==> config.mk <==
export PLATFORM = sky130hd
export DESIGN_NAME = smc_ctrl
export DESIGN_NICKNAME = d
export VERILOG_FILES = /design/src/rtl/smc_pkg.sv /design/src/rtl/smc_dec.sv /design/src/rtl/smc_wait_cnt.sv /design/src/rtl/smc_ctrl.sv
export SDC_FILE = /design/constraint.sdc
export NUM_CORES = 1
export LEC_CHECK = 0
export ABC_AREA = 1
export BUFFER_PORTS_ARGS = -buffer_cell sky130_fd_sc_hd__buf_2
export CORE_MARGIN = 3
export CORE_UTILIZATION = 47
export DETAILED_ROUTE_END_ITERATION = 8
export PLACE_DENSITY = 0.76
export SETUP_SLACK_MARGIN = 0.3
export SKIP_LAST_GASP = 1
export SLEW_MARGIN = 30
export SYNTH_ARGS = -nofsm -noshare
export SYNTH_HDL_FRONTEND = slang
export SYNTH_HIERARCHICAL = 1
export SYNTH_SLANG_ARGS = --single-unit
==> constraint.sdc <==
create_clock -name i_ref_clk -period 2.69 [get_ports i_ref_clk]
set_input_delay 0.4035 -clock i_ref_clk [delete_from_list [all_inputs] [get_ports i_ref_clk]]
set_output_delay 0.4035 -clock i_ref_clk [all_outputs]
set_load 0.01 [all_outputs]
==> src/rtl/smc_pkg.sv <==
// Shared constants and types of the external static memory controller.
// Assumes one system clock and a synchronous, active-high reset.
package smc_pkg;

  // Bank count and system address fields.
  localparam int         NUM_BANKS = 8;
  localparam logic [2:0] EXT_BASE  = 3'h2;
  localparam int         BASE_HI   = 31;
  localparam int         BASE_LO   = 29;
  localparam int         BANK_HI   = 28;
  localparam int         BANK_LO   = 26;
  localparam int         LOC_HI    = 23;

  // External data width codes; the spare code is served as 32 bits.
  localparam logic [1:0] WID_8  = 2'h0;
  localparam logic [1:0] WID_16 = 2'h1;
  localparam logic [1:0] WID_32 = 2'h2;

  // Lanes used by each width, as active-low lane masks.
  localparam logic [3:0] LANES_8  = 4'he;
  localparam logic [3:0] LANES_16 = 4'hc;
  localparam logic [3:0] LANES_32 = 4'h0;
  localparam logic [3:0] LANES_OFF = 4'hf;

  // Default log2 of the page size in bytes for page-mode reads.
  localparam int PAGE_LOG_DEF = 4;

  // Per-bank configuration; wait fields hold cycles minus one.
  typedef struct packed {
    logic [1:0] width;
    logic       cs_high;
    logic       wprot;
    logic       burst_en;
    logic       rd_lanes;
    logic [3:0] idle;
    logic [4:0] wst_rd;
    logic [4:0] wst_wr;
    logic [4:0] wst_b_first;
    logic [4:0] wst_b_next;
  } smc_cfg_t;

  // One system request: a word with byte enables.
  typedef struct packed {
    logic [31:0] addr;
    logic        we;
    logic [3:0]  be;
    logic [31:0] wdata;
  } smc_req_t;

  // Levels driven on the external bus for one beat.
  typedef struct packed {
    logic [23:0] addr;
    logic [31:0] dout;
    logic [3:0]  bls_n;
  } smc_pins_t;

  typedef enum logic [2:0] {S_IDLE, S_TURN, S_RD, S_WR, S_WHOLD, S_PAGE} smc_st_t;

  // State of the controller, apart from the wait counter in smc_wait_cnt.
  typedef struct packed {
    smc_st_t     st;
    smc_req_t    req;
    logic [2:0]  bank;
    logic [1:0]  beat;
    logic        last_rd;
    logic [2:0]  last_bank;
    logic [7:0]  cs;
    logic [3:0]  bls_n;
    logic        we_n;
    logic        oe_n;
    logic [23:0] addr;
    logic [31:0] dout;
    logic        doe;
    logic        ack;
    logic        err;
    logic [31:0] rdata;
  } smc_state_t;

endpackage : smc_pkg

==> src/rtl/smc_dec.sv <==
// Address decoder of the external static memory controller.
// Assumes a 32-bit system address; purely combinational.
`timescale 1ns/10ps
`default_nettype none
module smc_dec
  import smc_pkg::*;
(
  input  wire logic [31:0] i_addr,
  output logic             o_ext,
  output logic [2:0]       o_bank,
  output logic [23:0]      o_loc
);

  // Bits 25 and 24 are not looked at, so they mirror the bank.
  assign o_ext  = (i_addr[BASE_HI:BASE_LO] == EXT_BASE); // RULE4
  assign o_bank = i_addr[BANK_HI:BANK_LO];               // RULE5 RULE6
  assign o_loc  = i_addr[LOC_HI:0];                      // RULE7

endmodule : smc_dec
`default_nettype wire

==> src/rtl/smc_wait_cnt.sv <==
// Loadable down counter that times wait states and idle cycles.
// Assumes the load value is held in the cycle in which load is high.
`timescale 1ns/10ps
`default_nettype none
module smc_wait_cnt
  import smc_pkg::*;
#(
  parameter int W = 5
) (
  input  wire logic         i_ref_clk,
  input  wire logic         i_reset,
  input  wire logic         i_load,
  input  wire logic [W-1:0] i_value,
  output logic              o_zero
);

  logic [W-1:0] cnt;
  logic [W-1:0] next_cnt;

  if (W < 4) begin : g_chk
    $error("smc_wait_cnt: W must cover the idle field");
  end

  // Load wins; otherwise count down to zero and hold.
  always_comb begin
    next_cnt = cnt;
    if (i_reset) begin
      next_cnt = '0;
    end else if (i_load) begin
      next_cnt = i_value;
    end else if (cnt != '0) begin
      next_cnt = cnt - W'(1);
    end
  end

  always_ff @(posedge i_ref_clk) begin
    cnt <= next_cnt;
  end

  assign o_zero = (cnt == '0);

endmodule : smc_wait_cnt
`default_nettype wire

==> src/rtl/smc_ctrl.sv <==
// Top of the external static memory controller: eight banks of
// SRAM, ROM, flash, burst ROM or I/O behind one asynchronous bus.
// Assumes a requester that holds its request until acknowledged and
// a bank configuration that stays static while that bank is in use.
`timescale 1ns/10ps
`default_nettype none
// Operation
// [RULE1] Eight banks, each own configuration, 16 MB.
// [RULE2] Width 8, 16 or 32; accesses split.
// [RULE3] One chip select per bank, programmable polarity.
// [RULE4] External only when address top bits 010.
// [RULE5] Address bits 28..26 pick the bank.
// [RULE6] Bits 25..24 ignored, giving mirrors.
// [RULE7] Bits 23..0 drive the external address.
// [RULE8] Turnaround idle count one to 16 cycles.
// [RULE9] Idle cycles between read and write.
// [RULE10] Read and write waits up to 32.
// [RULE11] Burst ROM: first and subsequent waits.
// [RULE12] Page-mode reads keep the access open.
// [RULE13] Burst reads when bank burst enabled.
// [RULE14] Option for lane selects during reads.
// [RULE15] Four byte-lane select outputs.
// [RULE16] Write strobe low only while writing.
// [RULE17] Output enable low during reads.
// [RULE18] Protected banks never see the write strobe.
// [RULE19] Memory drives data only when selected.
module smc_ctrl
  import smc_pkg::*;
#(
  parameter int PAGE_LOG = PAGE_LOG_DEF
) (
  input  wire logic                 i_ref_clk,
  input  wire logic                 i_reset,
  input  wire logic                 i_req_valid,
  input  wire smc_req_t             i_req,
  input  wire smc_cfg_t [NUM_BANKS-1:0] i_cfg,
  input  wire logic [31:0]          i_data_in,
  output logic [7:0]                o_bank_select,
  output logic [3:0]                o_byte_lane_select_n,
  output logic                      o_we_n,
  output logic                      o_oe_n,
  output logic [23:0]               o_addr,
  output logic [31:0]               o_data_out,
  output logic                      o_data_oe,
  output logic                      o_ack,
  output logic                      o_err,
  output logic [31:0]               o_rdata
);

  if (PAGE_LOG < 2 || PAGE_LOG > 23) begin : g_chk
    $error("smc_ctrl: PAGE_LOG must lie in 2..23");
  end

  smc_state_t r;
  smc_state_t next_r;
  smc_cfg_t   cur_cfg;
  smc_cfg_t   new_cfg;
  logic       d_ext;
  logic [2:0] d_bank;
  logic [23:0] d_loc;
  logic       take;
  logic       page_hit;
  logic       need_turn;
  logic       last_beat;
  logic       cnt_zero;
  logic       ld;
  logic [4:0] ld_val;
  logic [7:0] cs_idle;

  // Decode of the incoming request address.
  smc_dec u_dec (
    .i_addr (i_req.addr),
    .o_ext  (d_ext),
    .o_bank (d_bank),
    .o_loc  (d_loc)
  );

  // One timer serves wait states and turnaround idle cycles.
  smc_wait_cnt #(.W(5)) u_cnt (
    .i_ref_clk (i_ref_clk),
    .i_reset   (i_reset),
    .i_load    (ld),
    .i_value   (ld_val),
    .o_zero    (cnt_zero)
  );

  // Bus levels for one beat of an access, sized to the bank width.
  function automatic smc_pins_t pins(smc_cfg_t c, smc_req_t q, logic [1:0] b);
    smc_pins_t p;
    logic [3:0] unused;
    p = '0;
    unused = LANES_32;
    unique case (c.width)
      WID_8: begin // RULE2
        p.addr = {q.addr[23:2], b};
        p.dout = {24'h0, q.wdata[{b, 3'h0} +: 8]};
        p.bls_n = {3'h7, ~q.be[b]};
        unused = LANES_8;
      end
      WID_16: begin // RULE2
        p.addr = {q.addr[23:2], b[0], 1'b0};
        p.dout = {16'h0, q.wdata[{b[0], 4'h0} +: 16]};
        p.bls_n = {2'h3, ~q.be[{b[0], 1'b1}], ~q.be[{b[0], 1'b0}]};
        unused = LANES_16;
      end
      default: begin
        p.addr = {q.addr[23:2], 2'h0}; // RULE7
        p.dout = q.wdata;
        p.bls_n = ~q.be; // RULE15
      end
    endcase
    // Reads drive the used lanes only when the bank asks for it.
    if (!q.we) begin
      p.bls_n = c.rd_lanes ? unused : LANES_OFF; // RULE14
    end
    return p;
  endfunction : pins

  // Wait count of a beat, by direction and burst position.
  function automatic logic [4:0] wait_of(smc_cfg_t c, logic we, logic first);
    logic [4:0] w;
    if (we) begin
      w = c.wst_wr; // RULE10
    end else if (c.burst_en) begin
      w = first ? c.wst_b_first : c.wst_b_next; // RULE11 RULE13
    end else begin
      w = c.wst_rd; // RULE10
    end
    return w;
  endfunction : wait_of

  // Places a beat on the bus: select, strobes, address and data.
  function automatic smc_state_t launch(smc_state_t s, smc_cfg_t c, logic [7:0] ci);
    smc_pins_t p;
    p = pins(c, s.req, s.beat);
    s.addr = p.addr;
    s.dout = p.dout;
    s.bls_n = p.bls_n;
    s.cs = ci;
    s.cs[s.bank] = c.cs_high; // RULE3
    s.we_n = ~s.req.we; // RULE16
    s.oe_n = s.req.we;  // RULE17
    s.doe = s.req.we;
    s.st = s.req.we ? S_WR : S_RD;
    return s;
  endfunction : launch

  // Idle select levels follow each bank's polarity.
  always_comb begin
    for (int i = 0; i < NUM_BANKS; i++) begin
      cs_idle[i] = ~i_cfg[i].cs_high; // RULE1 RULE3
    end
  end

  // Request acceptance and decisions on the open access.
  always_comb begin
    cur_cfg = i_cfg[r.bank];
    new_cfg = i_cfg[d_bank];
    take = i_req_valid && !r.ack && (r.st == S_IDLE || r.st == S_PAGE);
    page_hit = (r.st == S_PAGE) && !i_req.we && (d_bank == r.bank)
               && (d_loc[23:PAGE_LOG] == r.req.addr[23:PAGE_LOG]); // RULE12
    need_turn = r.last_rd && ((i_req.we && d_bank == r.last_bank)
                || d_bank != r.last_bank); // RULE9
    unique case (cur_cfg.width)
      WID_8:   last_beat = (r.beat == 2'h3);
      WID_16:  last_beat = (r.beat == 2'h1);
      default: last_beat = 1'b1;
    endcase
  end

  // Main sequencer.
  always_comb begin
    next_r = r;
    next_r.ack = 1'b0;
    next_r.err = 1'b0;
    ld = 1'b0;
    ld_val = 5'h0;
    if (i_reset) begin
      next_r = '0;
      next_r.st = S_IDLE;
      next_r.cs = cs_idle;
      next_r.bls_n = LANES_OFF;
      next_r.we_n = 1'b1;
      next_r.oe_n = 1'b1;
    end else begin
      unique case (r.st)
        S_IDLE, S_PAGE: begin
          if (take) begin
            if (!d_ext || (i_req.we && new_cfg.wprot)) begin // RULE4 RULE18
              // Refused at once; an open page stays open.
              next_r.ack = 1'b1;
              next_r.err = 1'b1;
            end else begin
              next_r.req = i_req;
              next_r.bank = d_bank;
              next_r.beat = 2'h0;
              if (page_hit) begin
                // Page hit: select stays active and output enable stays low.
                next_r = launch(next_r, new_cfg, cs_idle); // RULE12
                ld = 1'b1;
                ld_val = wait_of(new_cfg, 1'b0, 1'b0); // RULE11
              end else if (need_turn) begin
                // Release the bus for the turnaround time.
                next_r.st = S_TURN;
                next_r.cs = cs_idle;
                next_r.oe_n = 1'b1;
                next_r.bls_n = LANES_OFF;
                ld = 1'b1;
                ld_val = {1'b0, i_cfg[r.last_bank].idle}; // RULE8 RULE9
              end else begin
                next_r = launch(next_r, new_cfg, cs_idle);
                ld = 1'b1;
                ld_val = wait_of(new_cfg, i_req.we, 1'b1);
              end
            end
          end
        end
        S_TURN: begin
          // Idle time over: start the held request.
          if (cnt_zero) begin
            next_r.last_rd = 1'b0;
            next_r = launch(next_r, cur_cfg, cs_idle);
            ld = 1'b1;
            ld_val = wait_of(cur_cfg, r.req.we, 1'b1);
          end
        end
        S_RD: begin
          if (cnt_zero) begin
            // Capture the beat into its place in the word.
            unique case (cur_cfg.width)
              WID_8:   next_r.rdata[{r.beat, 3'h0} +: 8] = i_data_in[7:0];
              WID_16:  next_r.rdata[{r.beat[0], 4'h0} +: 16] = i_data_in[15:0];
              default: next_r.rdata = i_data_in;
            endcase
            if (last_beat) begin
              next_r.ack = 1'b1;
              next_r.last_rd = 1'b1;
              next_r.last_bank = r.bank;
              if (cur_cfg.burst_en) begin
                next_r.st = S_PAGE; // RULE13
              end else begin
                next_r.st = S_IDLE;
                next_r.cs = cs_idle;
                next_r.oe_n = 1'b1;
                next_r.bls_n = LANES_OFF;
              end
            end else begin
              // Next beat of a narrow bank, timed as a follow-on.
              next_r.beat = r.beat + 2'h1; // RULE2
              next_r = launch(next_r, cur_cfg, cs_idle);
              ld = 1'b1;
              ld_val = wait_of(cur_cfg, 1'b0, 1'b0);
            end
          end
        end
        S_WR: begin
          // Write strobe rises; address, data and select hold.
          if (cnt_zero) begin
            next_r.we_n = 1'b1; // RULE16
            next_r.st = S_WHOLD;
          end
        end
        S_WHOLD: begin
          if (last_beat) begin
            next_r.ack = 1'b1;
            next_r.last_rd = 1'b0;
            next_r.st = S_IDLE;
            next_r.cs = cs_idle;
            next_r.doe = 1'b0;
            next_r.bls_n = LANES_OFF;
          end else begin
            next_r.beat = r.beat + 2'h1; // RULE2
            next_r = launch(next_r, cur_cfg, cs_idle);
            ld = 1'b1;
            ld_val = cur_cfg.wst_wr; // RULE10
          end
        end
        default: begin
          next_r.st = S_IDLE;
        end
      endcase
    end
  end

  always_ff @(posedge i_ref_clk) begin
    r <= next_r;
  end

  // Every output is a field of the state register.
  assign o_bank_select        = r.cs;
  assign o_byte_lane_select_n = r.bls_n;
  assign o_we_n               = r.we_n;
  assign o_oe_n               = r.oe_n;
  assign o_addr               = r.addr;
  assign o_data_out           = r.dout;
  assign o_data_oe            = r.doe;
  assign o_ack                = r.ack;
  assign o_err                = r.err;
  assign o_rdata              = r.rdata;

  // Length of the present low phase of the write strobe.
  logic [5:0] we_len;
  always_ff @(posedge i_ref_clk) begin
    if (i_reset || o_we_n) begin
      we_len <= 6'h0;
    end else begin
      we_len <= we_len + 6'h1;
    end
  end
endmodule : smc_ctrl
`default_nettype wire

---- Word level (Yosys, flattened, before mapping) ----
Cells that the tools add are included.
operators by class
  bitwise operators ....................... 23
  multiplexer cells ....................... 98
  $lt $le $gt $ge ......................... 11
  shift-type cells ........................ 8
  equal/unequal tests ..................... 30
  add/sub/neg operators ................... 4
  reductions and logical operators ........ 39
operators with widths
  cell                       number
  $mux W186                  3
  $pmux W92 S4               1
  $pmux W90 S4               1
  $bmux W30 S3               3
  $mux W185                  1
  $mux W152                  1
  $pmux W38 S2               2
  $mux W105                  1
  $mux W91                   1
  $mux W5                    16
  $pmux W36 S2               1
  $bwmux W32                 2
  $pmux W32 S2               1
  $shiftx A32 B6 Y16         2
  $shiftx A32 B6 Y8          2
  $mux W30                   2
  $mux W58                   1
  $mux W57                   1
  $mux W12                   3
  $mux W32                   1
  $shift A16 B7 Y32 const A  1
  $shift A8 B7 Y32 const A   1
  $shiftx A16 B7 Y32         1
  $shiftx A8 B7 Y32          1
  other kinds (50)           163
storage, ports and cells
  register bits ........................... 191
  input bits .............................. 344
  logic and storage cells ................. 233

---- Longest topological paths before layout ----
  depth in word-level cells ............... 12
  mapped depth ............................ 23

---- By module ----
The synthesis kept the hierarchy.
by module, submodules not included
  module        instances  area each (um^2)  cells each
  smc_ctrl      1          16280.6           2926
  smc_wait_cnt  1          290.3             42
  smc_dec       1          216.5             30

---- Worst setup path before layout ----
Ideal clock, no wire load.
  kind .................................... input port to flip-flop
  start ................................... input port i_req[64] in the netlist's numbering
  end ..................................... register u_cnt.cnt[0]
  buffers on the path ..................... 4
  path slack .............................. 0.199 ns
  required time ........................... 2.574 ns
  data arrival time ....................... 2.375 ns
  cell stages on the path ................. 18
  setup time .............................. 0.116 ns
  cell sequence ........................... buf_4 > buf_2 > inv_1 > buf_2 > nand2_1 > nand2_1 > nand2_1 > nand2_1 > nand2_1 > nand2_2 > nor2_1 > inv_1 > buf_1 > a31oi_1 > inv_2 > nand4_1 > o21ai_0 > nor2_1
RTL lines
  what                                                  line                source
  start, declared                                       smc_ctrl.sv:35      input wire smc_req_t i_req,
  $bmux W30 S3 (*)                                      smc_ctrl.sv:158     new_cfg = i_cfg[d_bank];
  $mux W30 (implied by the code) (*)                    smc_ctrl.sv:158
  $logic_and A1 B1 Y1 (*)                               smc_ctrl.sv:189     if (!d_ext || (i_req.we && new_cfg.wprot)) begin
  $logic_or A1 B1 Y1 (*)                                smc_ctrl.sv:189
  $mux W1 (*)                                           smc_ctrl.sv:189
  $mux W1 (*)                                           smc_ctrl.sv:188     if (take) begin
  $pmux W1 S4 (*)                                       smc_ctrl.sv:186     unique case (r.st)
  $mux W1 (*)                                           smc_ctrl.sv:178     if (i_reset) begin
  via ld                                                smc_ctrl.sv:66      logic ld;
  $mux W5 / $reduce_bool A2 Y1 (equally long branches)  --
  end signal, assigned                                  smc_wait_cnt.sv:37  cnt <= next_cnt;
  end, declared                                         smc_wait_cnt.sv:17  logic [W-1:0] cnt;
The timed path passes the listed nets; every way through them passes the cells marked *. The select of a mux whose other input is x is not followed.
A chain may end at the register's enable or synchronous reset.

---- Worst setup path after layout ----
  start ................................... register r[111] in the netlist's numbering
  end ..................................... register r, in the netlist o_data_out[9]
on the way
  cells in the longest elaborated chain, start to end .. 7
RTL lines
  what                                                                          line                              source
  start, declared                                                               smc_ctrl.sv:54                    smc_state_t r;
  start signal, assigned                                                        smc_ctrl.sv:286                   r <= next_r;
  $bmux W30 S3 / $eq A3 B3 Y1 (equally long branches)                           smc_ctrl.sv:157, smc_ctrl.sv:160
  $mux W30 (implied by the code) / $logic_and A1 B1 Y1 (equally long branches)  smc_ctrl.sv:157, smc_ctrl.sv:160
  $eq A2 B1 Y1 (tied with other cells)                                          smc_ctrl.sv:93, smc_ctrl.sv:164
  $pmux W38 S2 / $mux W185 (equally long branches)                              smc_ctrl.sv:93, smc_ctrl.sv:197
  $mux W57 / $mux W152 (equally long branches)                                  smc_ctrl.sv:235, smc_ctrl.sv:189
  $mux W186 (on tied branches)                                                  smc_ctrl.sv:228, smc_ctrl.sv:188
  $pmux W92 S4                                                                  smc_ctrl.sv:186
Parallel ways exist; a longest one is shown, timed or not. The select of a mux whose other input is x is not followed.

==> results.txt <==
- The run finished with clean final reports.
* Worst-case reg-to-reg path depth: 14
- In this run the count of I/O pins placed on the die edge is 449.
* Die area: 0.03795 mm^2
* Critical Setup Path Class: reg -> reg
* Count of antenna-violating nets left after detailed routing: 0
* CP required: about 3.0 ns
- Final Skew: 0.01220 ns
- Overall power consumption after layout is estimated at 0.008155 W.
- The HPWL after detailed placement is around 55,000 um.
- Clock transition at the registers of the reported paths: 0.08 ns
- Min Clock Period, post-route: 2.377 ns
- Total congestion overflow: 0
- Wire length of the first global-routing pass: ~110,000 um
* Min-Delay Endpoint: r[122]
- Via count: 21,424
- Number of standard-cell rows in the floorplan: about 70
- Slew of the pin with the lowest slew margin: 0.7497 ns
* Die Height: 194.8 um
* Count of routing violations after the opening detailed-route iteration: 2,270
- The endpoint identified for the worst register-to-register timing path is o_data_out[9].
- The via count of the first global-routing pass was 19,607.
- TritonCTS created 17 clock buffers.
- Power density normalized to cell area: approximately 410 mW/mm^2
- Across all setup checks in the final design, the least slack found is 0.3127 ns.
- Ordered list of cells on the worst path: clkbuf_16 > nand2_2 > o211ai_1 > nand2_1 > nor2_4 > buf_12 > nand2_1 > buf_6 > nand3_1 > nand2_1 > nand2_1 > o21ai_0 > o21ai_1 > nor2_1
- Count of unresolved DRC violations after routing: 0
- Slowest stage cell on the critical path: sky130_fd_sc_hd__dfxtp_4
- Hold path start: i_req[8]
- Launching element type of the critical path: register
- Final setup violating endpoints: 0
- Synthesis produced a netlist with a net count of 3,344.
- Syn. warnings: 6
* Cell Count, Final, Fillers Out: 3,780
- The clock passes through at most 2 buffers.
- The final layout contains about 3,700 nets.
- Pre-CTS setup slack: 0.09121 ns
* RSZ-0062 raised after global routing: true
- Port-buffer cells: 444
- Register-to-Register Setup Slack: 0.31 ns
* Crit path DAT: 2.73 ns
- Static timing analysis puts the maximum clock frequency at 420.6 MHz.
- Critical-path maximum fanout: 19
- The congestion estimate from routability-driven global placement came to 1.022.
* Cells after Synth: 2,994
- Initial cell density of the core: 0.4804
* Post-detailed-route wirelength per cell: about 19 um
- Floorplan Core Area: roughly 0.035 mm^2
- Synthesis-to-layout area growth: 20.05%
- Hold violation total from the final report: 0
* Post-synthesis cell area: ~0.017 mm^2
- Measured along the x axis, the die boundary spans 194.8 um.
- The clock reaches the later pin of the worst-skew pair after 0.46 ns.
- Max stage delay on crit path: ~0.46 ns
* Max Cap Violations: 0
* Final Slew Violations: 0
- The H-tree was split into 4 levels.
- Router iterations before antenna repair: 7
- The worst hold path belongs to the class in -> reg.
- Tcrit/Tclk final: 0.8838
- The worst setup path is captured at a register.
* Core occupancy in the finished layout: 0.5767
- Entering global routing, the biggest net connects 79 pins.
- Number of antenna violations at the first check in global routing: 12
* Hold depth: 3
- The routed design has slightly above 70,000 um of wire.
- CTS tree: done
* Total negative setup slack: 0 ns
- Reg2reg start: r[111]
- Lkg Pwr: 9.864 nW
* Worst-case headroom to the max-slew limit: 0.4984
- In this design, the critical path's most frequently occurring cell is sky130_fd_sc_hd__nand2_1.
* Number of fillers in the final layout: 3,616
* Worst-case vdd ir drop: 0.5068 mV
* Post-placement cell count: 3,713
* Layout cell share with drive strength beyond 1: 0.2273
* Clock Sinks: 181
* Root buffer selected by CTS: sky130_fd_sc_hd__clkbuf_16
* Mean Syn Cell Area: 5.597 um^2
* Vias per cell: ~5.7
* All-Layer GR Usage: 0.3547
## state kept, by name, summed over array words and instances (netlist names), 4 cells and up
signal                cells
o_rdata                  32
o_addr                   24
u_cnt/cnt                 5
o_byte_lane_select_n      4
o_bank_select             8
r                        71
o_data_out               32
## timing repair
action	in CTS	in global routing
cloned	1	7
buffers inserted	8	7
pin swaps	2	14
hold buffers	0	0
gates resized for setup	15	88
setup endpoints to repair	107	123
## cell usage in the layout, fill, tap and decap left out, types with 5 or more instances in the layout
cell type	n
sky130_fd_sc_hd__dfxtp_1	165
sky130_fd_sc_hd__buf_2	444
sky130_fd_sc_hd__a22oi_1	5
sky130_fd_sc_hd__nand2_2	16
sky130_fd_sc_hd__xor2_1	9
sky130_fd_sc_hd__inv_6	5
sky130_fd_sc_hd__clkbuf_16	23
sky130_fd_sc_hd__nor2_2	12
sky130_fd_sc_hd__nand2_4	7
sky130_fd_sc_hd__dfxtp_2	5
sky130_fd_sc_hd__nand3_1	182
sky130_fd_sc_hd__nor2_1	337
sky130_fd_sc_hd__or2_2	33
sky130_fd_sc_hd__nand3b_1	8
sky130_fd_sc_hd__o211ai_1	19
sky130_fd_sc_hd__o21ai_1	54
sky130_fd_sc_hd__inv_2	21
sky130_fd_sc_hd__a31o_1	5
sky130_fd_sc_hd__a21oi_1	137
sky130_fd_sc_hd__o31ai_1	16
sky130_fd_sc_hd__ha_1	5
sky130_fd_sc_hd__diode_2	12
sky130_fd_sc_hd__inv_1	231
sky130_fd_sc_hd__a211oi_1	24
sky130_fd_sc_hd__buf_6	15
sky130_fd_sc_hd__o21ai_0	305
sky130_fd_sc_hd__o22ai_1	33
sky130_fd_sc_hd__nor2_4	6
sky130_fd_sc_hd__nand4_1	35
sky130_fd_sc_hd__buf_12	17
sky130_fd_sc_hd__nand2_1	931
sky130_fd_sc_hd__edfxtp_1	8
sky130_fd_sc_hd__buf_4	98
sky130_fd_sc_hd__nor3_1	26
sky130_fd_sc_hd__a41oi_1	8
sky130_fd_sc_hd__clkinvlp_4	5
## report_power, final
part / switching [W] / total, W / internal (W)
combinational: 0.00169 / 0.00267 / 0.000980
sequential: 0.0000820 / 0.00289 / 0.00280
clock: 0.00121 / 0.00260 / 0.00139
## routing by layer
metal,part of all wire,GRT usage
met1,0.39,0.4534
met2,0.46,0.5797
met3,0.10,0.06726
met4,0.049,0.1645
met5,0,0
## stage by stage
step                hold slack (ns)  area (um^2)
detailed placement           0.4471        18830
floorplan                    0.4393        16760
CTS                          0.2081        19580
global placement             0.4420        18830
global route                 0.2178        20120
finish                       0.2173        20120
## layout make-up
class                   instances  area (um^2)  share of cell area
multi-input cells            2253        10480              0.5209
flip-flops and latches        181         3721              0.1850
repair buffers                585         3717              0.1848
inverters                     262         1006             0.05001
well taps                     455        569.3             0.02830
clock buffers                  17        425.4             0.02115
clock inverters                15        168.9            0.008397
diodes                         12        30.03            0.001493
## worst max path at each step
stage	from	to	slack, ns	depth (start not counted)
after CTS	r[112]	o_data_out[17]	0.26	15
after global routing	r[111]	o_data_out[10]	0.22	14
after detailed placement	i_req[65]	u_cnt/cnt[4]	0.09	17
final	r[111]	o_data_out[9]	0.31	14
after global placement	i_req[65]	u_cnt/cnt[4]	0.11	17
after floorplan	i_req[65]	u_cnt/cnt[1]	0.37	22
## worst max-delay path: cells and delay by family, from the launching register on
family,cells,cell delay [ns]
buffers and inverters,3,0.57
flip-flops,1,0.46
AND/OR/NAND/NOR,8,0.89
AO/OA/AOI/OAI,3,0.36
(Power assumes the default switching activity.)
